`config.mk`:
```
export PLATFORM = sky130hd
export DESIGN_NAME = sss_supervisor
export DESIGN_NICKNAME = d
export VERILOG_FILES = /design/src/rtl/sss_pkg.sv /design/src/rtl/sss_supervisor.sv
export VERILOG_INCLUDE_DIRS = /design/src /design/src/rtl
export SDC_FILE = /design/constraint.sdc
export NUM_CORES = 1
export LEC_CHECK = 0
export BUFFER_PORTS_ARGS = -buffer_cell sky130_fd_sc_hd__buf_2
export CORE_MARGIN = 2
export CORE_UTILIZATION = 42
export DETAILED_ROUTE_END_ITERATION = 8
export PLACE_DENSITY = 0.69
export RECOVER_POWER = 25
export SLEW_MARGIN = 20
export SYNTH_ARGS = -nofsm -noshare
export SYNTH_HDL_FRONTEND = slang
export SYNTH_SLANG_ARGS = --single-unit
export TNS_END_PERCENT = 1
```
`constraint.sdc`:
```
create_clock -name i_clock -period 4.6 [get_ports i_clock]
set_input_delay 0.92 -clock i_clock [delete_from_list [all_inputs] [get_ports i_clock]]
set_output_delay 0.92 -clock i_clock [all_outputs]
set_load 0.05 [all_outputs]
```
`src/rtl/sss_params.svh`:
```
// Constants of the safe state supervisor: offsets, fields, resets, timing.
`ifndef SSS_PARAMS_SVH
`define SSS_PARAMS_SVH

// ----------------------------------------------------------------------
// Register offsets (byte addresses)
// ----------------------------------------------------------------------
`define SSS_ADDR_CTRL 8'h00
`define SSS_ADDR_STATUS 8'h04

// ----------------------------------------------------------------------
// Field positions
// ----------------------------------------------------------------------
`define SSS_CTRL_APP_SAFE 0
`define SSS_STAT_STATE 0
`define SSS_STAT_SUPPLY_WARN 3
`define SSS_STAT_STARTUP_OK 4
`define SSS_STAT_TUNE_EN 5
`define SSS_STAT_FAIL_NOW 6
`define SSS_STAT_WD_EXPIRED 8

// ----------------------------------------------------------------------
// Reset values and timing
// ----------------------------------------------------------------------
`define SSS_CTRL_RESET 1'b0
`define SSS_CRC_INIT 8'h00
`define SSS_CRC_POLY 8'h07
`define SSS_CLK_MHZ 40
`define SSS_WD_TIMEOUT_US 10000
`define SSS_WD_CYCLES (`SSS_WD_TIMEOUT_US * `SSS_CLK_MHZ)

`endif

```
`src/rtl/sss_pkg.sv`:
```
// Types shared by the safe state supervisor.
package sss_pkg;

   // Supervisor states, one-hot.
   typedef enum logic [2:0] {
      ST_STARTUP = 3'b001,
      ST_SAFE = 3'b010,
      ST_RUN = 3'b100
   } sss_state_type;

endpackage : sss_pkg

```
`src/rtl/sss_supervisor.sv`:
```
// Safe state supervisor: trip latch, input substitution, port gating.
`timescale 1ns/100ps
`include "sss_params.svh"

module sss_supervisor
   import sss_pkg::*;
#(
   parameter int N_DI = 8,
   parameter int N_AI = 4,
   parameter int N_DO = 8,
   parameter int N_AO = 2,
   parameter int AW = 16,
   parameter int N_MOD = 4,
   parameter int WDW = 20,
   parameter int WD_CYCLES = `SSS_WD_CYCLES
) (
   input wire logic i_clock, // System clock, 40 MHz.
   input wire logic i_rstn, // Asynchronous reset, active low.
   input wire logic [1:0] i_supply_ok, // Supply unit healthy, one bit each.
   input wire logic i_fault_class1, // Most severe fault class present.
   input wire logic i_fault_class2, // Second severe fault class present.
   input wire logic i_selftest_done, // Startup self-tests finished.
   input wire logic i_selftest_pass, // Startup self-tests passed.
   input wire logic i_config_ok, // Configuration check consistent.
   input wire logic [N_MOD-1:0] i_module_type_ok, // Slot holds right type.
   input wire logic i_diag_safe_demand, // Platform diagnostics demand trip.
   input wire logic i_override_key, // Manual safety override set.
   input wire logic i_release, // Human release button.
   input wire logic i_tune_key, // Keyswitch in parameter-adjust mode.
   input wire logic [N_MOD-1:0] i_wd_kick, // Module alive pulses.
   input wire logic [N_DI-1:0] i_di_raw, // Discrete input values.
   input wire logic [N_DI-1:0] i_di_fault, // Discrete channel faulted.
   input wire logic [N_AI*AW-1:0] i_ai_raw, // Analog input values.
   input wire logic [N_AI-1:0] i_ai_fault, // Analog channel faulted.
   input wire logic [N_DO-1:0] i_app_do, // Application discrete outputs.
   input wire logic [N_AO*AW-1:0] i_app_ao, // Application analog outputs.
   input wire logic i_tune_valid, // Inward tuning byte present.
   input wire logic [7:0] i_tune_data, // Inward tuning byte.
   input wire logic i_tune_last, // Byte is the frame check byte.
   input wire logic [7:0] i_addr, // Register byte address.
   input wire logic [31:0] i_wdata, // Register write data.
   input wire logic i_we, // Register write strobe.
   input wire logic i_re, // Register read strobe.
   output logic [31:0] o_rdata, // Read data, one cycle after strobe.
   output logic [N_DI-1:0] o_di_value, // Discrete inputs after faulting.
   output logic [N_AI*AW-1:0] o_ai_value, // Analog inputs after faulting.
   output logic [N_DO-1:0] o_do_energize, // Field discrete outputs.
   output logic [N_AO*AW-1:0] o_ao_value, // Field analog outputs.
   output logic o_safe, // Outputs held in safe state.
   output logic o_supply_warn, // Redundant supply lost, sticky.
   output logic o_tune_port_en, // Tuning port active.
   output logic o_tune_valid, // Accepted tuning byte.
   output logic [7:0] o_tune_data, // Accepted tuning byte value.
   output logic o_tune_good, // Frame check matched, pulse.
   output logic o_tune_bad, // Frame check failed, pulse.
   output logic o_tune_reject, // Inward byte refused, pulse.
   output logic [7:0] o_mon_status // One-way monitoring broadcast.
);

   // ----------------------------------------------------------------------
   // State record
   // ----------------------------------------------------------------------
   typedef struct packed {
      sss_state_type st;
      logic rel_prev;
      logic app_safe_req;
      logic supply_warn;
      logic [N_MOD-1:0][WDW-1:0] wd_cnt;
      logic [7:0] crc;
      logic [N_DI-1:0] di_out;
      logic [N_AI*AW-1:0] ai_out;
      logic [N_DO-1:0] do_out;
      logic [N_AO*AW-1:0] ao_out;
      logic safe;
      logic tune_en;
      logic tune_valid;
      logic [7:0] tune_data;
      logic tune_good;
      logic tune_bad;
      logic tune_reject;
      logic [31:0] rdata;
      logic [7:0] mon;
   } sss_reg_type;

   sss_reg_type r_q;
   sss_reg_type r_d;

   logic power_lost;
   logic startup_ok;
   logic [N_MOD-1:0] wd_expired;
   logic fail_now;
   logic rel_edge;

   // ----------------------------------------------------------------------
   // Helpers
   // ----------------------------------------------------------------------

   // One byte of CRC-8, MSB first; used for every inward frame through an open port.
   function automatic logic [7:0] crc8_byte(input logic [7:0] crc,
                                            input logic [7:0] data);
      logic [7:0] c;
      c = crc ^ data;
      for (int b = 0; b < 8; b++) begin
         if (c[7]) begin
            c = {c[6:0], 1'b0} ^ `SSS_CRC_POLY;
         end else begin
            c = {c[6:0], 1'b0};
         end
      end
      return c;
   endfunction : crc8_byte

   // ----------------------------------------------------------------------
   // Failure conditions
   // ----------------------------------------------------------------------

   // Each module has its own watchdog; a saturated counter is an expiry.
   for (genvar m = 0; m < N_MOD; m++) begin : g_wd
      assign wd_expired[m] = (r_q.wd_cnt[m] == WDW'(WD_CYCLES));
   end

   // Both supplies gone means power is off.
   assign power_lost = (i_supply_ok == 2'b00);
   // Self-tests, configuration and module types all gate startup.
   assign startup_ok = i_selftest_done & i_selftest_pass & i_config_ok &
                       (&i_module_type_ok);
   // Anything that would trip also blocks a release.
   assign fail_now = power_lost | i_fault_class1 | i_fault_class2 |
                     i_diag_safe_demand | r_q.app_safe_req |
                     i_override_key | i_tune_key | (|wd_expired) |
                     ~startup_ok;
   // Edge only, so a button held across a trip cannot re-release.
   assign rel_edge = i_release & ~r_q.rel_prev;

   // ----------------------------------------------------------------------
   // Next state
   // ----------------------------------------------------------------------

   // All next values; outputs follow the next supervisor state.
   always_comb begin
      r_d = r_q;
      r_d.rel_prev = i_release;
      r_d.tune_valid = 1'b0;
      r_d.tune_good = 1'b0;
      r_d.tune_bad = 1'b0;
      r_d.tune_reject = 1'b0;

      // Supervisor: any failure drops into a latched safe state.
      case (r_q.st)
         ST_STARTUP: begin
            if (startup_ok && !fail_now) begin
               r_d.st = ST_SAFE;
            end
         end
         ST_SAFE: begin
            if (rel_edge && !fail_now) begin
               r_d.st = ST_RUN;
            end
         end
         ST_RUN: begin
            if (fail_now) begin
               r_d.st = ST_SAFE;
            end
         end
         default: begin
            r_d.st = ST_STARTUP;
         end
      endcase
      if (power_lost) begin
         r_d.st = ST_STARTUP;
      end

      // Watchdog counters restart on a kick and saturate at expiry.
      for (int m = 0; m < N_MOD; m++) begin
         if (i_wd_kick[m]) begin
            r_d.wd_cnt[m] = '0;
         end else if (!wd_expired[m]) begin
            r_d.wd_cnt[m] = r_q.wd_cnt[m] + WDW'(1);
         end
      end

      // A single supply lost is only flagged; set wins over clear.
      if (i_we && i_addr == `SSS_ADDR_STATUS &&
          i_wdata[`SSS_STAT_SUPPLY_WARN]) begin
         r_d.supply_warn = 1'b0;
      end
      if (^i_supply_ok) begin
         r_d.supply_warn = 1'b1;
      end

      // Register writes.
      if (i_we && i_addr == `SSS_ADDR_CTRL) begin
         r_d.app_safe_req = i_wdata[`SSS_CTRL_APP_SAFE];
      end

      // Register reads, answered in the next cycle; unmapped reads zero.
      r_d.rdata = 32'h0;
      if (i_re && i_addr == `SSS_ADDR_CTRL) begin
         r_d.rdata[`SSS_CTRL_APP_SAFE] = r_q.app_safe_req;
      end else if (i_re && i_addr == `SSS_ADDR_STATUS) begin
         r_d.rdata[`SSS_STAT_STATE +: 3] = r_q.st;
         r_d.rdata[`SSS_STAT_SUPPLY_WARN] = r_q.supply_warn;
         r_d.rdata[`SSS_STAT_STARTUP_OK] = startup_ok;
         r_d.rdata[`SSS_STAT_TUNE_EN] = r_q.tune_en;
         r_d.rdata[`SSS_STAT_FAIL_NOW] = fail_now;
         r_d.rdata[`SSS_STAT_WD_EXPIRED +: N_MOD] = wd_expired;
      end

      // Faulted channels read as open contact or zero level.
      for (int i = 0; i < N_DI; i++) begin
         r_d.di_out[i] = i_di_raw[i] & ~i_di_fault[i];
      end
      for (int i = 0; i < N_AI; i++) begin
         r_d.ai_out[i*AW +: AW] = i_ai_fault[i] ? '0 :
                                  i_ai_raw[i*AW +: AW];
      end

      // Field outputs pass only in run, never while tuning or overridden.
      if (r_d.st == ST_RUN && !i_tune_key && !i_override_key) begin
         r_d.do_out = i_app_do;
         r_d.ao_out = i_app_ao;
         r_d.safe = 1'b0;
      end else begin
         r_d.do_out = '0;
         r_d.ao_out = '0;
         r_d.safe = 1'b1;
      end

      // Tuning port: open only in parameter-adjust mode, frames checked.
      r_d.tune_en = i_tune_key;
      if (i_tune_valid && !r_q.tune_en) begin
         r_d.tune_reject = 1'b1;
         r_d.crc = `SSS_CRC_INIT;
      end else if (i_tune_valid && i_tune_last) begin
         r_d.tune_good = (r_q.crc == i_tune_data);
         r_d.tune_bad = (r_q.crc != i_tune_data);
         r_d.crc = `SSS_CRC_INIT;
      end else if (i_tune_valid) begin
         r_d.tune_valid = 1'b1;
         r_d.tune_data = i_tune_data;
         r_d.crc = crc8_byte(r_q.crc, i_tune_data);
      end
      if (!i_tune_key) begin
         r_d.crc = `SSS_CRC_INIT;
      end

      // Broadcast status; no input path reaches back from the station.
      r_d.mon = {power_lost, startup_ok, r_d.tune_en, (|wd_expired),
                 r_d.supply_warn, r_d.st};
   end

   // ----------------------------------------------------------------------
   // State register
   // ----------------------------------------------------------------------

   // Reset lands in startup with every field output de-energized and o_safe high.
   always_ff @(posedge i_clock or negedge i_rstn) begin
      if (!i_rstn) begin
         r_q <= '0;
         r_q.st <= ST_STARTUP;
         r_q.app_safe_req <= `SSS_CTRL_RESET;
         r_q.crc <= `SSS_CRC_INIT;
         r_q.safe <= 1'b1;
      end else begin
         r_q <= r_d;
      end
   end

   // Outputs come straight from the record.
   assign o_rdata = r_q.rdata;
   assign o_di_value = r_q.di_out;
   assign o_ai_value = r_q.ai_out;
   assign o_do_energize = r_q.do_out;
   assign o_ao_value = r_q.ao_out;
   assign o_safe = r_q.safe;
   assign o_supply_warn = r_q.supply_warn;
   assign o_tune_port_en = r_q.tune_en;
   assign o_tune_valid = r_q.tune_valid;
   assign o_tune_data = r_q.tune_data;
   assign o_tune_good = r_q.tune_good;
   assign o_tune_bad = r_q.tune_bad;
   assign o_tune_reject = r_q.tune_reject;
   assign o_mon_status = r_q.mon;

   // ----------------------------------------------------------------------
   // Assertions
   // ----------------------------------------------------------------------

   // Not running means nothing energized in the field.
   a_out_safe_idle: assert property (@(posedge i_clock)
      disable iff (!i_rstn)
      (r_q.st != ST_RUN) |-> (o_do_energize == '0 && o_ao_value == '0))
      else $error("output energized outside run");

   // Total supply loss leaves run within one cycle.
   a_power_loss_trip: assert property (@(posedge i_clock)
      disable iff (!i_rstn)
      (i_supply_ok == 2'b00) |=> (r_q.st == ST_STARTUP && o_safe))
      else $error("supply loss did not trip");

   // Single supply loss flags without tripping.
   a_supply_warn_set: assert property (@(posedge i_clock)
      disable iff (!i_rstn)
      (^i_supply_ok && r_q.st == ST_RUN && !fail_now) |=>
      (o_supply_warn && r_q.st == ST_RUN))
      else $error("redundant supply loss mishandled");

   // The warning stays up until software writes a one to clear it.
   a_warn_sticky: assert property (@(posedge i_clock)
      disable iff (!i_rstn)
      (o_supply_warn && !(i_we && i_addr == `SSS_ADDR_STATUS &&
      i_wdata[`SSS_STAT_SUPPLY_WARN])) |=> o_supply_warn)
      else $error("supply warning dropped without a clear");

   // Startup holds until every check passes.
   a_startup_hold: assert property (@(posedge i_clock)
      disable iff (!i_rstn)
      (r_q.st == ST_STARTUP && !startup_ok) |=> (r_q.st == ST_STARTUP))
      else $error("left startup with failed checks");

   // Failed module or configuration checks never let the outputs run.
   a_checks_gate_run: assert property (@(posedge i_clock)
      disable iff (!i_rstn)
      !startup_ok |=> (r_q.st != ST_RUN && o_safe))
      else $error("outputs ran with failed startup checks");

   // Override always yields de-energized outputs next cycle.
   a_override_trip: assert property (@(posedge i_clock)
      disable iff (!i_rstn)
      i_override_key |=> (o_do_energize == '0 && o_safe))
      else $error("override did not force safe");

   // A clean release edge in safe moves to run.
   a_release_edge: assert property (@(posedge i_clock)
      disable iff (!i_rstn)
      (r_q.st == ST_SAFE && i_release && !r_q.rel_prev && !fail_now) |=>
      (r_q.st == ST_RUN))
      else $error("release edge ignored");

   // A held release never leaves safe.
   a_release_held: assert property (@(posedge i_clock)
      disable iff (!i_rstn)
      (r_q.st == ST_SAFE && r_q.rel_prev) |=> (r_q.st != ST_RUN))
      else $error("held release left safe state");

   // Without any release the safe state never lets go.
   a_safe_needs_release: assert property (@(posedge i_clock)
      disable iff (!i_rstn)
      (r_q.st != ST_RUN && !i_release) |=> (r_q.st != ST_RUN))
      else $error("safe state left without release");

   // A run trip stays latched without a release; power loss restarts.
   a_trip_latched: assert property (@(posedge i_clock)
      disable iff (!i_rstn)
      (r_q.st == ST_RUN && fail_now && !power_lost) ##1
      (!i_release && !power_lost) |=> (r_q.st == ST_SAFE))
      else $error("trip did not latch");

   // Watchdog expiry drops run.
   a_wd_expiry_trip: assert property (@(posedge i_clock)
      disable iff (!i_rstn)
      (r_q.st == ST_RUN && (|wd_expired)) |=> (r_q.st != ST_RUN))
      else $error("watchdog expiry did not trip");

   // Tuning keeps every field output de-energized.
   a_tune_isolate: assert property (@(posedge i_clock)
      disable iff (!i_rstn)
      o_tune_port_en |->
      (o_do_energize == '0 && o_ao_value == '0 && o_safe))
      else $error("field output live while tuning");

   // Inward byte outside tuning mode is refused.
   a_tune_reject: assert property (@(posedge i_clock)
      disable iff (!i_rstn)
      (i_tune_valid && !o_tune_port_en) |=> (o_tune_reject && !o_tune_valid))
      else $error("inward byte accepted while blocked");

   // Data passes to the tuning side only through a port already open.
   a_tune_accept_gate: assert property (@(posedge i_clock)
      disable iff (!i_rstn)
      o_tune_valid |-> $past(o_tune_port_en))
      else $error("tuning byte passed a closed port");

   // Faulted channels never read high.
   a_fault_subst: assert property (@(posedge i_clock)
      disable iff (!i_rstn)
      ##1 ((o_di_value & $past(i_di_fault)) == '0))
      else $error("faulted input not substituted");

endmodule : sss_supervisor

```
==> metrics.txt <==
post-synthesis compound-gate area fraction 1.64%; vias in the first global route 6850; post-synthesis simple-gate area fraction 21.6%; r2r setup slk 1760 ps; hold worst-path end o_tune_data[6]; Final Core Density 49.4%; Area Overhead vs Synth 15.7%; Final Setup Violations 0; Initial DRC Count 277; row cnt 58; reg-to-reg endpoint o_ao_value[8]; post-DP HPWL 15700 um; DRC violations left 0; min-delay src o_tune_data[6]; Internal 3.64 mW; max-cap viol count 1; Horiz. Die Dim 164 um; Reg power frac 44.6%; largest net degree at the start of global routing 90; fmax 325 MHz; mux contribution to synthesized area 0.570%; Final Max Slew Viols 89; routed len/inst 14.0 um; postcts setup bufs 0; Die Ht 164 um; GRT Overall Usage 15.2%; Hold Path Depth 2; status complete, but fails checks; synth unique cells 47; CTS root buf clkbuf_16; Startpoint Class primary input; Fin. Hold Viols 0; adder-cell share of the synthesized area 1.40%; H-tree levels 1; Routed WL 21200 um; failing checks capacitance limit, slew limit; CTS Hold Buffers Added 0; Slew HR -47.3%; most frequent cells in the layout buf_2 (304), dfrtp_1 (233), nor2_1 (98); RSZ-0062 raised after global routing no; fin crit period 3080 ps; mapped cell area 10800 um2; clock net sink count 235; Period Utilization, post-route 66.9%; Critical Path AT 3520 ps; die area 26900 um2; clock network fraction of total power 44.9%; EDFF count, synth 0; gr ovfl total 0; largest family of logic cells by synthesized area simple AND/OR/NAND/NOR gates; initial antenna violation count 1; core area 25200 um2; Final nets 1377; via count 6931; Final Skew 16.8 ps; Vias per Instance 4.56; first-pass GRT wire length 33500 um; Worst Path Max Fanout 42; nature of the critical path endpoint flip-flop; Gate power share 10.5%; leakage power 6.30 nW; post-synthesis sequential area ratio 54.7%; synthesis-stage register bit count 235; WP data required 5040 ps; PortBufs 312; TritonCTS clock tree done; commonest non-fill, non-tap cell in the layout buf_2; Warnings, synthesis 0; Initial Utilization 42.7%; post_cts resized 0; max incr delay on CP 580 ps; FF-to-FF path depth 7; RePlAce Congestion 0.773; drt pass-1 iters 4; Clock transition at path regs 60 ps; reg2reg start r_q[239]; Clk Latency, worst-skew pair 520 ps; Cell Chain, Critical Path buf_2, inv_1, ha_1, or4_1, nor4_1, o21ai_1, nor4_4, nor4b_4, buf_4, and2_4; Net Sw Power 1.19 mW; fraction of layout cells with a size suffix above 1 33.8%; Cells after Synth 983; Worst path slowest cell or4_1; Worst Tran Pin Value 2210 ps; Hold Path Class reg2reg; Post-Synth XOR/XNOR Area 7.17%; antenna-violating nets left 0; sum of negative setup slack 0 ps; top_reg_cell synth dfrtp_1; PwrDens 388 nW/um2; Peak supply drop 0.245 mV; I/O pins 364; mean post-synth cell area 10.9 um2; clk buf depth 3; CP Class in2reg; asr flop ratio synth 100%; TritonCTS Buffers 27; sw frac 24.7%
-- registers in the layout (all words and copies together), names as in the netlist, 8 cells and up --
signal         count
o_di_value         8
o_rdata           11
o_tune_data        8
o_ai_value        64
o_ao_value        32
o_do_energize      8
o_mon_status       8
r_q               91
-- worst max-delay path: cells and delay by family --
| family | cells | cell delay [ps] |
|---|---|---|
| AOI/OAI and AO/OA | 1 | 150 |
| and+or+nand+nor | 5 | 1600 |
| adders and majority gates | 1 | 300 |
| buffers and inverters | 3 | 510 |
-- stage by stage --
| stage | hold slack, ps | worst slack, ps | instances | area, um2 | total power, mW |
|---|---|---|---|---|---|
| 2_1_floorplan | 447 | 1570 | 1003 | 10800 | 2.59 |
| 3_3_place_gp | 457 | 1110 | 1469 | 11600 | 2.70 |
| 3_5_place_dp | 461 | 1050 | 1469 | 11600 | 2.71 |
| 4_1_cts | 413 | 1560 | 1518 | 12500 | 4.92 |
| 5_1_grt | 499 | 1350 | 1518 | 12400 | 5.04 |
| 6_report | 481 | 1520 | 1519 | 12400 | 4.83 |
-- kinds of logic (layout without fill, tap and decap cells) --
| logic type | Yosys count | after routing |
|---|---|---|
| adder cells (fa/ha/maj) | 12 | 12 |
| AO/OA/AOI/OAI | 31 | 31 |
| buffers and inverters | 201 | 386 |
| flip-flops | 235 | 235 |
| other | 1 | 22 |
| multiplexers | 6 | 6 |
| AND/OR/NAND/NOR | 409 | 409 |
| XOR/XNOR | 88 | 88 |
-- worst max path at each step --
| stage | start | end | slack (ps) | cells after the start |
|---|---|---|---|---|
| 2_1_floorplan | i_supply_ok[0] | o_ao_value[10] | 1570 | 9 |
| 3_3_place_gp | i_supply_ok[0] | o_do_energize[4] | 1110 | 10 |
| 3_5_place_dp | i_supply_ok[0] | o_do_energize[5] | 1050 | 10 |
| 4_1_cts | i_supply_ok[0] | o_do_energize[5] | 1560 | 10 |
| 5_1_grt | i_supply_ok[0] | o_do_energize[5] | 1350 | 10 |
| 6_report | i_supply_ok[0] | o_ao_value[8] | 1520 | 10 |
-- synthesized netlist by cell type, types with 5 or more instances --
library cell	instances	area, um2
nor4b_1	8	70.1
and2_1	9	56.3
and2_4	38	333
and3_1	9	56.3
nor2b_1	77	482
nand4_1	18	113
inv_1	20	75.1
mux2i_1	5	50.1
nand3_1	42	210
xnor2_1	34	298
or3_1	8	50.1
a21oi_1	12	60.1
nand2_1	56	210
buf_4	160	1200
xor2_1	54	473
nor3_1	16	80.1
o21ai_0	12	60.1
nor2_1	98	368
ha_1	12	150
dfrtp_1	233	5830
clkbuf_1	17	63.8
-- layer usage --
metal / GRT usage (%) / part of all wire [%]
met2: 26.9 / 51
met4: 4.27 / 1.9
met1: 19.1 / 41
met3: 2.75 / 6.5
met5: 0 / 0
-- cell type report --
| cell class | instances | area [um2] |
|---|---|---|
| flip-flops and latches | 235 | 5880 |
| multi-input cells | 567 | 3560 |
| diodes | 1 | 2.50 |
| inverters | 20 | 75.1 |
| clock buffers | 41 | 768 |
| fillers | 2282 | 12700 |
| clock inverters | 8 | 140 |
| repair buffers | 317 | 1600 |
| well taps | 330 | 413 |
-- power by group through the flow --
stage,Sequential [mW],Combinational (mW),Clock (mW)
after global routing,2.16,0.551,2.33
final,2.16,0.507,2.17
after floorplan,2.19,0.399,0
after detailed placement,2.19,0.516,0
after CTS,2.16,0.517,2.24
after global placement,2.19,0.510,0
Power figures use the tool's default switching activity.
